File: config.mk
export PLATFORM = sky130hd
export DESIGN_NAME = or_ret_exec
export DESIGN_NICKNAME = d
export VERILOG_FILES = /design/src/hdl/or_ret_pkg.sv /design/src/hdl/or_ret_exec.sv /design/src/hdl/ret_stack.sv
export VERILOG_INCLUDE_DIRS = /design/src /design/src/hdl
export SDC_FILE = /design/constraint.sdc
export NUM_CORES = 1
export LEC_CHECK = 0
export BUFFER_PORTS_ARGS = -buffer_cell sky130_fd_sc_hd__buf_4
export CORE_AREA = 2 2 107 109
export CTS_BUF_LIST = sky130_fd_sc_hd__clkbuf_8
export CTS_CLUSTER_DIAMETER = 80
export DETAILED_ROUTE_END_ITERATION = 8
export DIE_AREA = 0 0 109 111
export GPL_TIMING_DRIVEN = 0
export PLACE_DENSITY = 0.79
export SLEW_MARGIN = 20
export SYNTH_ARGS = -nofsm -noshare
export SYNTH_HDL_FRONTEND = slang
export SYNTH_HIERARCHICAL = 1
export SYNTH_SLANG_ARGS = --single-unit
File: constraint.sdc
create_clock -name core_clk_in -period 4.6 [get_ports core_clk_in]
set_input_delay 0.92 -clock core_clk_in [delete_from_list [all_inputs] [get_ports core_clk_in]]
set_output_delay 0.92 -clock core_clk_in [all_outputs]
set_load 0.1 [all_outputs]
File: src/hdl/or_ret_cfg.svh
// constants for the or/return execution block
// included by the package and the design modules
`ifndef OR_RET_CFG_SVH
`define OR_RET_CFG_SVH
`define PC_W          11
`define STACK_DEPTH   8
`define DATA_W        8
`define ADDR_W        8
`define PC_RESET      11'h000
`define ACC_RESET     8'h00
`define IRQ_VECTOR    11'h004
`endif

File: src/hdl/or_ret_pkg.sv
// types for the or/return execution block
// assumes or_ret_cfg.svh is on the include path
`include "or_ret_cfg.svh"
package or_ret_pkg;
  typedef enum logic [6:0] {
    OPC_IDLE = 7'h01,
    OPC_ORM2A = 7'h02,
    OPC_ORX2A = 7'h04,
    OPC_ORA2M = 7'h08,
    OPC_RET   = 7'h10,
    OPC_RETX  = 7'h20,
    OPC_INTERRUPT_EXIT_OP  = 7'h40
  } op_t;
  typedef enum logic [1:0] {
    ST_EXEC  = 2'b01,
    ST_DUMMY = 2'b10
  } state_t;
endpackage : or_ret_pkg

File: src/hdl/or_ret_exec.sv
// execution of idle, bitwise or and return instructions
// assumes decoded opcode and operands valid each exec cycle, data memory read
// combinational, and interrupt request synchronous to core_clk_in
`timescale 1ns/1ps
`include "or_ret_cfg.svh"
module or_ret_exec
  import or_ret_pkg::*;
#(
  parameter int PC_W  = `PC_W,
  parameter int DEPTH = `STACK_DEPTH
) (
  input  wire logic                core_clk_in,
  input  wire logic                reset_n_in,
  input  wire logic                op_valid_in,
  input  wire op_t                 op_in,
  input  wire logic [`DATA_W-1:0]  literal_in,
  input  wire logic [`ADDR_W-1:0]  mem_addr_in,
  input  wire logic [`DATA_W-1:0]  mem_rdata_in,
  input  wire logic                irq_pending_in,
  output logic                     ready_out,
  output logic [PC_W-1:0]          pc_out,
  output logic [`DATA_W-1:0]       acc_out,
  output logic                     zero_flag_out,
  output logic                     int_enable_out,
  output logic                     mem_we_out,
  output logic [`ADDR_W-1:0]       mem_waddr_out,
  output logic [`DATA_W-1:0]       mem_wdata_out
);
  if (PC_W < 4 || PC_W > 16) begin : g_bad_pc_w
    $error("or_ret_exec pc width out of range");
  end

  state_t             state_q, state_d;
  logic [PC_W-1:0]    pc_q, pc_d;
  logic [`DATA_W-1:0] acc_q, acc_d;
  logic               z_q, z_d, emi_q, emi_d;
  logic               we_q;
  logic [`ADDR_W-1:0] waddr_q;
  logic [`DATA_W-1:0] wdata_q;
  logic [PC_W-1:0]    stack_top;

  wire exec      = op_valid_in && state_q == ST_EXEC;
  wire is_ret    = op_in inside {OPC_RET, OPC_RETX, OPC_INTERRUPT_EXIT_OP};
  wire do_pop    = exec && is_ret;
  wire [`DATA_W-1:0] or_mem = acc_q | mem_rdata_in;
  wire [`DATA_W-1:0] or_lit = acc_q | literal_in;
  // interrupt taken after interrupt_exit_op, before the main program resumes
  wire take_irq  = exec && op_in == OPC_INTERRUPT_EXIT_OP && irq_pending_in;
  // one-hot decode of the instruction being executed
  wire is_idle   = exec && op_in == OPC_IDLE;
  wire is_orm2a  = exec && op_in == OPC_ORM2A;
  wire is_orx2a  = exec && op_in == OPC_ORX2A;
  wire is_ora2m  = exec && op_in == OPC_ORA2M;
  wire is_ret0   = exec && op_in == OPC_RET;
  wire is_retx   = exec && op_in == OPC_RETX;
  wire is_interrupt_exit_op   = exec && op_in == OPC_INTERRUPT_EXIT_OP;

  // on irq entry the popped address is pushed straight back, so the stack
  // keeps one copy of the return address and its depth is unchanged
  ret_stack #(.WIDTH(PC_W), .DEPTH(DEPTH)) u_stack (
    .core_clk_in (core_clk_in),
    .reset_n_in  (reset_n_in),
    .push_in     (take_irq),
    .push_data_in(stack_top),
    .pop_in      (do_pop),
    .top_out     (stack_top)
  );

  // next state: pc steps by one on each executed op unless a return reloads it, otherwise holds
  always_comb begin
    state_d = ST_EXEC;
    pc_d    = pc_q;
    acc_d   = acc_q;
    z_d     = z_q;
    emi_d   = emi_q;
    if (exec) begin
      pc_d = pc_q + 1'b1;
      unique case (op_in)
        OPC_IDLE: ;
        OPC_ORM2A: begin
          acc_d = or_mem;
          z_d   = or_mem == '0;
        end
        OPC_ORX2A: begin
          acc_d = or_lit;
          z_d   = or_lit == '0;
        end
        OPC_ORA2M: z_d = or_mem == '0;
        OPC_RET: begin
          pc_d    = stack_top;
          state_d = ST_DUMMY;
        end
        OPC_RETX: begin
          pc_d    = stack_top;
          acc_d   = literal_in;
          state_d = ST_DUMMY;
        end
        OPC_INTERRUPT_EXIT_OP: begin
          // with an irq pending the return address stays stacked, vector fetched instead
          pc_d    = take_irq ? PC_W'(`IRQ_VECTOR) : stack_top;
          emi_d   = !take_irq;
          state_d = ST_DUMMY;
        end
        default: ;
      endcase
    end
  end

  always_ff @(posedge core_clk_in or negedge reset_n_in) begin
    if (!reset_n_in) begin
      state_q <= ST_EXEC;
      pc_q    <= PC_W'(`PC_RESET);
      acc_q   <= `ACC_RESET;
      z_q     <= 1'b0;
      emi_q   <= 1'b0;
    end else begin
      state_q <= state_d;
      pc_q    <= pc_d;
      acc_q   <= acc_d;
      z_q     <= z_d;
      emi_q   <= emi_d;
    end
  end

  always_ff @(posedge core_clk_in or negedge reset_n_in) begin
    if (!reset_n_in) begin
      we_q    <= 1'b0;
      waddr_q <= '0;
      wdata_q <= '0;
    end else begin
      we_q    <= exec && op_in == OPC_ORA2M;
      waddr_q <= mem_addr_in;
      wdata_q <= or_mem;
    end
  end

  assign ready_out      = state_q == ST_EXEC;
  assign pc_out         = pc_q;
  assign acc_out        = acc_q;
  assign zero_flag_out  = z_q;
  assign int_enable_out = emi_q;
  assign mem_we_out     = we_q;
  assign mem_waddr_out  = waddr_q;
  assign mem_wdata_out  = wdata_q;
endmodule : or_ret_exec

File: src/hdl/ret_stack.sv
// return-address stack, flip-flop storage addressed by a pointer
// push and pop come from the core on the same clock
`timescale 1ns/1ps
`include "or_ret_cfg.svh"
module ret_stack #(
  parameter int WIDTH = `PC_W,
  parameter int DEPTH = `STACK_DEPTH
) (
  input  wire logic             core_clk_in,
  input  wire logic             reset_n_in,
  input  wire logic             push_in,
  input  wire logic [WIDTH-1:0] push_data_in,
  input  wire logic             pop_in,
  output logic      [WIDTH-1:0] top_out
);
  localparam int PW = $clog2(DEPTH);
  if (DEPTH < 2 || (1 << PW) != DEPTH) begin : g_bad_depth
    $error("ret_stack depth must be power of two >= 2");
  end
  logic [WIDTH-1:0] mem_q [DEPTH];
  logic [PW-1:0]    ptr_q;
  wire  [PW-1:0]    top_idx = ptr_q - 1'b1;
  assign top_out = mem_q[top_idx];
  always_ff @(posedge core_clk_in or negedge reset_n_in) begin
    if (!reset_n_in) begin
      ptr_q <= '0;
      for (int i = 0; i < DEPTH; i++) mem_q[i] <= '0;
    end else if (push_in && pop_in) begin
      // pop and push in one cycle replace the top entry, pointer kept
      mem_q[top_idx] <= push_data_in;
    end else if (push_in) begin
      mem_q[ptr_q] <= push_data_in;
      ptr_q        <= ptr_q + 1'b1;
    end else if (pop_in) begin
      ptr_q <= top_idx;
    end
  end
endmodule : ret_stack

==> results of run 1 <==
[cell families after synthesis]
kind of cell               after synthesis
DFF                                    131
muxes                                  124
and+or+nand+nor                        104
AOI/OAI and AO/OA                       59
buffers and inverters                   32
xor gates and xnor gates                 8
adders and majority gates                4
[synthesized netlist by cell type, types with 8 or more instances]
cell     count
mux2_2      49
inv_1        8
mux2i_1      9
o21ai_0     26
dfrtp_1    130
nor3_1       9
nand2_1     32
or2_2        8
nor4_1       8
mux4_2      20
mux2_4      40
[path summary, 6_finish.rpt]
kind                            cells after the start  slack (ns)                 to
worst max-delay path                               12        0.62          pc_out[4]
worst min-delay path                                1        0.25   u_stack/ptr_q[2]
worst max register to register                     12        0.62          pc_out[4]
worst min register to register                      1        0.48  u_stack/mem_q[42]
max in group asynchronous                           3        3.55   mem_waddr_out[2]
min in group core_clk_in                            1        0.48  u_stack/mem_q[42]
[per-layer routing]
metal | up-vias | GRT usage [%] | wire length (um)
li1 | 1926 | - | -
met1 | 2216 | 35.6 | 6210
met2 | 161 | 40.2 | 6980
met3 | 20 | 4.70 | 910
met4 | 0 | 9.23 | 216
met5 | - | 0 | 0
[sequential cells by signal, summed over array words and instances (netlist names)]
signal	cells
u_stack/ptr_q	3
u_stack/mem_q	88
mem_wdata_out	8
state_q	2
pc_out	11
mem_we_out	1
int_enable_out	1
mem_waddr_out	8
acc_out	8
zero_flag_out	1
[power by group through the flow]
stage                     combinational (mW)  sequential [mW]  clock (mW)
after global routing                    1.18             1.29       0.902
after CTS                               1.12             1.27       0.851
final                                   1.11             1.28       0.832
after detailed placement                1.12             1.29           0
after floorplan                        0.461             1.64           0
after global placement                  1.09             1.29           0
[cell type report]
class	instances	area, um2	area share (%)
flip-flops and latches	131	3280	43.3
multi-input cells	299	3000	39.6
repair buffers	73	592	7.82
clock buffers	18	248	3.27
well taps	143	179	2.36
plain buffers	24	165	2.18
clock inverters	12	80.1	1.06
inverters	8	30.0	0.397
[through the flow]
step                utilization [%]  worst slack [ns]  hold slack, ns  total power, mW
floorplan                         -              1.06           0.453             2.10
global placement               64.9             0.550           0.465             2.39
detailed placement             65.4             0.462           0.470             2.41
CTS                            68.3             0.616           0.223             3.25
global route                   68.3             0.363           0.220             3.36
finish                         68.3             0.615           0.247             3.22
==> impl_metrics.ini, run 1 <==
[global_route]
overflow = 0
grt_pass1_vias = 4502
grt_max_degree = 84
grt_usage_pct = 25.5
antenna_found_initial = 0
grt_pass1_wl_mm = 23.4

[die]
die_area_um2 = 12100
core-area_um2 = 11100
start_util_pct = 58.4
fp.dieW_um = 109
rows = 39
die_h_um = 111
ios = 74

[sta]
fin_skew_ns = 0.0125
finalSetupViolations = 0
fin_crit_sh_pct = 86.6
timing.fmax_mhz = 251
tns_ns = 0
maxSlewHeadroom_pct = 47.8
fin_crit_ns = 3.98
worst_pin_slew_ns = 0.782
hold_viol = 0
maxSlewViolCount = 0
rsz0062_at_grt = no

[yosys]
ys_top_cells_by_area = dfrtp_1 50%, mux2_4 9.3%, mux2_2 8.5%
synth_compound_area_share_pct = 7.44
synth_top_cell_by_area = dfrtp_1
synth.cell_area_um2 = 6470
synth_top_family_by_area = multiplexers
synthArstFlopShare_pct = 100
synth_warnings = 6
synth_xor_xnor_area_share_pct = 1.37
synthMuxAreaShare_pct = 27.7
synth_fp_nets = 501
syn_avg_cell_area_um2 = 14.0
synth_seq_cells = 131
netlist.area_leader.share_pct = 50.3
synthAdderAreaFrac_pct = 0.773
synthFlopType = dfrtp_1
synth_cells = 462
synthSimpleGateAreaFrac_pct = 9.07
synth-edff-count = 0
seq_area_frac_synth_pct = 50.7
synth_cell_types = 60

[final_layout]
layout_common_cells = 130 x dfrtp_1, 76 x buf_4, 49 x mux2_2
instances_no_fill = 708
final_common_cell = dfrtp_1
n_antenna_cell = 0
nets = 593
postLayoutCellArea_um2 = 7570
fillers = 770
syn2layout_area_growth_pct = 17.0
drive_above_1_share_pct = 43.4

[clocking]
cts_buffer_depth = 2
cts-resized-gates = 0
clk_latency_ns = 0.44
cts_hold_buffers = 0
cts_sinks = 131
post-cts-setup-buffers = 0
path_clk_slew_ns = 0.08
clockRootBuffer = clkbuf_8
cts_tree = done
cts_buffers = 17
cts_htree_levels = 4

[setup_path]
r2r-start = u_stack/ptr_q[0]
cp_max_fo = 10
slowest_stage = buf_1
slowest_delay_ns = 0.61
cp_common_cell = nand2_1
crit_arrival_ns = 4.31
path_buf_inv = 5
crit_family = buffers and inverters
critPathLaunchType = register
cp_cell_sequence = buf_4 > buf_2 > inv_1 > ha_1 > buf_1 > buf_2 > mux4_2 > nand2_1 > nand2_1 > nand2_1 > nor3_1 > a211o_1
crit_type = reg -> reg
startpoint = u_stack/ptr_q[0]
critPathCaptureType = register
required_ns = 4.93

[pwr]
internal-power_mw = 1.95
ir_drop_mv = 0.283
p_switching_mw = 1.27
power_frac_seq_pct = 39.6
sw_frac_of_total_pct = 39.5
powerDensity_nw_per_um2 = 426
p_leak_nw = 3.56
power_frac_clock_pct = 25.8
combPwrFrac_pct = 34.6

[detailed_routing]
drc = 0
post_drt_wl_per_cell_um = 20.2
dr.pass1.iters = 4
routed_wl_mm = 14.3
via_per_inst = 6.11
via_count = 4323
drt_iter0_markers = 369
ant_nets = 0

[place]
io_buffers = 71
placed_area_um2 = 7240
place_inst = 678
place.gp.congestion = 0.870
hpwl_mm = 9.67

[outcome]
status = complete, no violations

[hold_path]
hold_path.class = in -> async

[job]
maxCapViolCount = 0
Note: power is estimated with default switching activity, not from simulation.
==> run 2: changes to the inputs <==
--- a/config.mk
+++ b/config.mk
@@ -8,7 +8,7 @@
 export LEC_CHECK = 0
 export BUFFER_PORTS_ARGS = -buffer_cell sky130_fd_sc_hd__buf_4
 export CORE_AREA = 2 2 107 109
-export CTS_BUF_LIST = sky130_fd_sc_hd__clkbuf_8
+export CTS_BUF_LIST = sky130_fd_sc_hd__clkbuf_16
 export CTS_CLUSTER_DIAMETER = 80
 export DETAILED_ROUTE_END_ITERATION = 8
 export DIE_AREA = 0 0 109 111
==> run 2 against run 1 <==
Critical path type unchanged. Clock power up 41%. Fmax up 0.10%. Wire length increased by 1.5%. Sequential share of layout area down 1.0 points. Largest cell class unchanged.
==> impl_metrics.ini, run 2 (synthesis gave the netlist of run 1 again) <==
[global_route]
grt_pass1_vias = 4538
grt_max_degree = 84
overflow = 0
grt_usage_pct = 26.2
grt_pass1_wl_mm = 23.7
antenna_found_initial = 0

[pwr]
combPwrFrac_pct = 31.4
p_switching_mw = 1.32
power_frac_clock_pct = 32.8
power_mw = 3.57
sw_frac_of_total_pct = 37.0
internal-power_mw = 2.25
ir_drop_mv = 0.402
powerDensity_nw_per_um2 = 461
p_leak_nw = 3.64
power_frac_seq_pct = 35.8

[sta]
fin_crit_sh_pct = 86.5
fin_skew_ns = 0.00587
maxSlewViolCount = 0
hold_viol = 0
maxSlewHeadroom_pct = 46.6
timing.fmax_mhz = 251
worst_pin_slew_ns = 0.801
tns_ns = 0
fin_crit_ns = 3.98
rsz0062_at_grt = no
finalSetupViolations = 0

[clocking]
cts_buffer_depth = 2
cts_htree_levels = 4
cts_sinks = 131
clk_latency_ns = 0.41
post-cts-setup-buffers = 0
path_clk_slew_ns = 0.06
cts-resized-gates = 0
cts_buffers = 17
cts_tree = done
clockRootBuffer = clkbuf_16
cts_hold_buffers = 0

[setup_path]
required_ns = 4.90
critPathCaptureType = register
cp_max_fo = 10
critPathLaunchType = register
crit_arrival_ns = 4.28
crit_type = reg -> reg

[outcome]
status = complete, no violations

[final_layout]
final_common_cell = dfrtp_1
multi_input_area_um2 = 3000
fillers = 749
regMostFlops = u_stack/mem_q
largest_register_ffs = 88
drive_above_1_share_pct = 43.2
final-seq-area_um2 = 3280
nets = 593
n_antenna_cell = 0
layout_common_cells = 130 x dfrtp_1, 76 x buf_4, 49 x mux2_2
syn2layout_area_growth_pct = 19.8

[detailed_routing]
dr.pass1.iters = 4
routed_wl_mm = 14.5
post_drt_wl_per_cell_um = 20.5
drt_iter0_markers = 312
drc = 0
via_per_inst = 6.15
via_count = 4356
ant_nets = 0

[die]
fp.dieW_um = 109
start_util_pct = 58.4
die_h_um = 111
ios = 74
die_area_um2 = 12100
rows = 39
core-area_um2 = 11100

[place]
hpwl_mm = 9.67
io_buffers = 71
place.gp.congestion = 0.870

[job]
maxCapViolCount = 0

[hold_path]
hold_path.class = in -> async
==> run 2: cell count changes in the layout (fill, tap and decap cells not counted), sizes merged <==
| cell | before | now |
|---|---|---|
| clkbuf | 23 | 22 |
| clkinv | 4 | 5 |
==> run 2: area by class of cell <==
class	instances	share of cell area, %
Multi-Input combinational cell	299	38.7
Sequential cell	131	42.3
Inverter	8	0.387
Buffer	24	2.13
Timing Repair Buffer	73	7.63
Clock buffer	17	5.49
Clock inverter	13	1.08
Tap cell	143	2.31
==> run 2: per-layer routing <==
layer	GRT usage (%)	vias up	routed length, um
li1	-	1926	-
met1	35.5	2242	6220
met2	41.6	170	7180
met3	6.00	18	916
met4	9.06	0	219
met5	0	-	0
==> run 2: path summary, 6_finish.rpt <==
check	start	to	slack [ns]	cells past startpoint
min in group core_clk_in	u_stack/mem_q[37]	u_stack/mem_q[37]	0.48	1
worst min register to register	u_stack/mem_q[37]	u_stack/mem_q[37]	0.48	1
worst max-delay path	u_stack/ptr_q[0]	pc_out[4]	0.62	12
max in group asynchronous	reset_n_in	mem_waddr_out[2]	3.52	3
worst min-delay path	reset_n_in	u_stack/ptr_q[2]	0.27	1
worst max register to register	u_stack/ptr_q[0]	pc_out[4]	0.62	12
==> run 2: power groups by stage <==
stage	Sequential (mW)	Clock (mW)	Combinational [mW]
after floorplan	1.64	0	0.461
after global placement	1.29	0	1.09
after detailed placement	1.29	0	1.12
after CTS	1.28	1.20	1.13
after global routing	1.29	1.25	1.18
final	1.28	1.17	1.12
==> run 2: worst max-delay path, stage by stage (launching register included) <==
cell and delay [ns]:
dfrtp_1 0.46, buf_4 0.26, buf_2 0.40, inv_1 0.09, ha_1 0.37, buf_1 0.63
buf_2 0.46, mux4_2 0.37, nand2_1 0.10, nand2_1 0.23, nand2_1 0.13, nor3_1 0.05
a211o_1 0.29
==> run 2: per-stage QoR <==
stage / utilization [%] / hold slack, ns / worst slack (ns) / instance area, um2 / instances
after CTS: 70.0 / 0.255 / 0.616 / 7750 / 708
after global placement: 64.9 / 0.465 / 0.550 / 7180 / 676
after global routing: 70.0 / 0.251 / 0.353 / 7750 / 708
after floorplan: - / 0.453 / 1.06 / 6470 / 462
final: 70.0 / 0.274 / 0.620 / 7750 / 708
after detailed placement: 65.4 / 0.470 / 0.462 / 7240 / 678
==> run 3: changes to the inputs <==
--- a/config.mk
+++ b/config.mk
@@ -7,13 +7,13 @@
 export NUM_CORES = 1
 export LEC_CHECK = 0
 export BUFFER_PORTS_ARGS = -buffer_cell sky130_fd_sc_hd__buf_4
-export CORE_AREA = 2 2 107 109
+export CORE_AREA = 2 2 108 110
 export CTS_BUF_LIST = sky130_fd_sc_hd__clkbuf_16
 export CTS_CLUSTER_DIAMETER = 80
 export DETAILED_ROUTE_END_ITERATION = 8
-export DIE_AREA = 0 0 109 111
+export DIE_AREA = 0 0 110 112
 export GPL_TIMING_DRIVEN = 0
-export PLACE_DENSITY = 0.79
+export PLACE_DENSITY = 0.77
 export SLEW_MARGIN = 20
 export SYNTH_ARGS = -nofsm -noshare
 export SYNTH_HDL_FRONTEND = slang
==> constraint.sdc (replaced) <==
create_clock -name core_clk_in -period 3.7 [get_ports core_clk_in]
set_input_delay 0.74 -clock core_clk_in [delete_from_list [all_inputs] [get_ports core_clk_in]]
set_output_delay 0.74 -clock core_clk_in [all_outputs]
set_load 0.01 [all_outputs]
==> run 3 against run 2 <==
First-iteration DRC count up 6.1%. Die area rose by 1.8%. Via count down 0.16%. Wire length rose by 1.6%. Critical endpoint is now u_stack/mem_q[5]. Largest power group unchanged.
==> impl_metrics.ini, run 3 (synthesis gave the netlist of run 1 again) <==
[detailed_routing]
via_count = 4349
wl_met1_mm = 6.09
dr.pass1.iters = 5
top_layer = met4
ant_nets = 0
routed_wl_mm = 14.8
post_drt_wl_per_cell_um = 20.9
wl_met3_um = 969
drc = 0
wl_met2_mm = 7.26
via_per_inst = 6.15
drt_iter0_markers = 331

[final_layout]
drive_above_1_share_pct = 44.1
nets = 591
largest_register_ffs = 88
n_antenna_cell = 0
regMostFlops = u_stack/mem_q
final_common_cell = dfrtp_1
utilization_pct = 69.5
layout_common_cells = 130 x dfrtp_1, 76 x buf_4, 49 x mux2_2
syn2layout_area_growth_pct = 20.0

[clocking]
clockRootBuffer = clkbuf_16
cts_htree_levels = 4
cts_tree = done
cts_sinks = 131
cts_buffers = 17
cts_buffer_depth = 2
path_clk_slew_ns = 0.06
clk_latency_ns = 0.41

[pwr]
power_frac_seq_pct = 39.0
sw_frac_of_total_pct = 30.0
power_frac_clock_pct = 38.1
ir_drop_mv = 0.326
powerDensity_nw_per_um2 = 528
p_switching_mw = 1.23
combPwrFrac_pct = 22.9
p_leak_nw = 3.63
internal-power_mw = 2.87

[setup_path]
cp_max_fo = 10
crit_type = in -> reg
critPathLaunchType = input pin
critPathCaptureType = register
required_ns = 3.99
crit_arrival_ns = 3.73

[sta]
worst_pin_slew_ns = 0.703
fin_crit_sh_pct = 92.8
rsz0062_at_grt = no
worst_slack_ns = 0.267
maxSlewViolCount = 0
timing.fmax_mhz = 291
hold_viol = 0
maxSlewHeadroom_pct = 52.7
finalSetupViolations = 0
fin_skew_ns = 0.00494
fin_crit_ns = 3.43

[global_route]
overflow = 0
grt_pass1_wl_mm = 23.5
grt_max_degree = 84
antenna_found_initial = 0
grt_pass1_vias = 4604
grt_usage_pct = 25.9

[place]
place.gp.congestion = 0.856
hpwl_mm = 9.66
place_ws_ns = -0.252
io_buffers = 71

[die]
core-area_um2 = 11200
die_h_um = 112
rows = 39
start_util_pct = 57.9
ios = 74
die_area_um2 = 12300
fp.dieW_um = 110

[hold_path]
hold_path.class = in -> async

[outcome]
status = complete, no violations

[job]
maxCapViolCount = 0
run 3: cell types whose count changed in the layout (fill, tap and decap cells not counted):
cell / change
bufinv_16: +1
inv_1: -5
nor3_2: +1
buf_16: -1
clkinv_2: +3
buf_1: -1
nor3_1: -1
clkinv_1: +1
clkinv_4: +1
run 3: path summary, 6_finish.rpt:
path                                         from                 to  slack, ns  cells after the start
worst max-delay path                     op_in[1]   u_stack/mem_q[5]       0.27                      9
worst min-delay path                   reset_n_in   mem_waddr_out[2]       0.25                      1
worst max register to register         state_q[0]   u_stack/mem_q[5]       0.36                      8
worst min register to register  u_stack/mem_q[37]  u_stack/mem_q[37]       0.49                      1
max in group asynchronous              reset_n_in  u_stack/mem_q[78]       2.69                      2
min in group core_clk_in           mem_addr_in[4]   mem_waddr_out[4]       0.43                      1
run 3: layout make-up:
type / count / area, um2
Tap cell: 143 / 179
Timing Repair Buffer: 72 / 564
Inverter: 8 / 30.0
Clock inverter: 14 / 123
Buffer: 23 / 161
Sequential cell: 131 / 3280
Fill cell: 765 / 3410
Clock buffer: 17 / 425
Multi-Input combinational cell: 299 / 3000
run 3: routing by layer:
layer / track usage [%] / vias up
met5: 0 / -
met4: 13.9 / 0
met3: 5.62 / 50
met2: 41.4 / 187
met1: 32.6 / 2188
li1: - / 1924
run 3: critical path: stages:
cell,delay (ns)
buf_4,0.14
or4_4,0.53
buf_6,0.16
a2111oi_4,0.48
ha_1,0.35
or3b_1,0.41
o22ai_1,0.26
buf_4,0.29
mux2_2,0.36
run 3: repair_timing:
item | 4_1_cts | 5_1_grt
buffers inserted | 0 | 0
hold buffers | 0 | 0
resized for setup | 1 | 1
setup endpoints to repair | 34 | 11
run 3: power groups by stage:
stage	clock network, mW	logic, mW	registers [mW]
floorplan	0	0.571	1.62
global placement	0	0.918	1.61
detailed placement	0	0.940	1.61
CTS	1.59	0.947	1.59
global route	1.67	1.01	1.60
finish	1.56	0.937	1.60
run 3: through the flow:
step           total power, mW  TNS [ns]  hold WS [ns]  cells  area [um2]
2_1_floorplan             2.19         0         0.444    462        6470
3_3_place_gp              2.53     -1.97         0.464    676        7180
3_5_place_dp              2.55     -4.34         0.477    677        7220
4_1_cts                   4.13         0         0.273    708        7760
5_1_grt                   4.28         0         0.281    707        7760
6_report                  4.10         0         0.251    707        7760
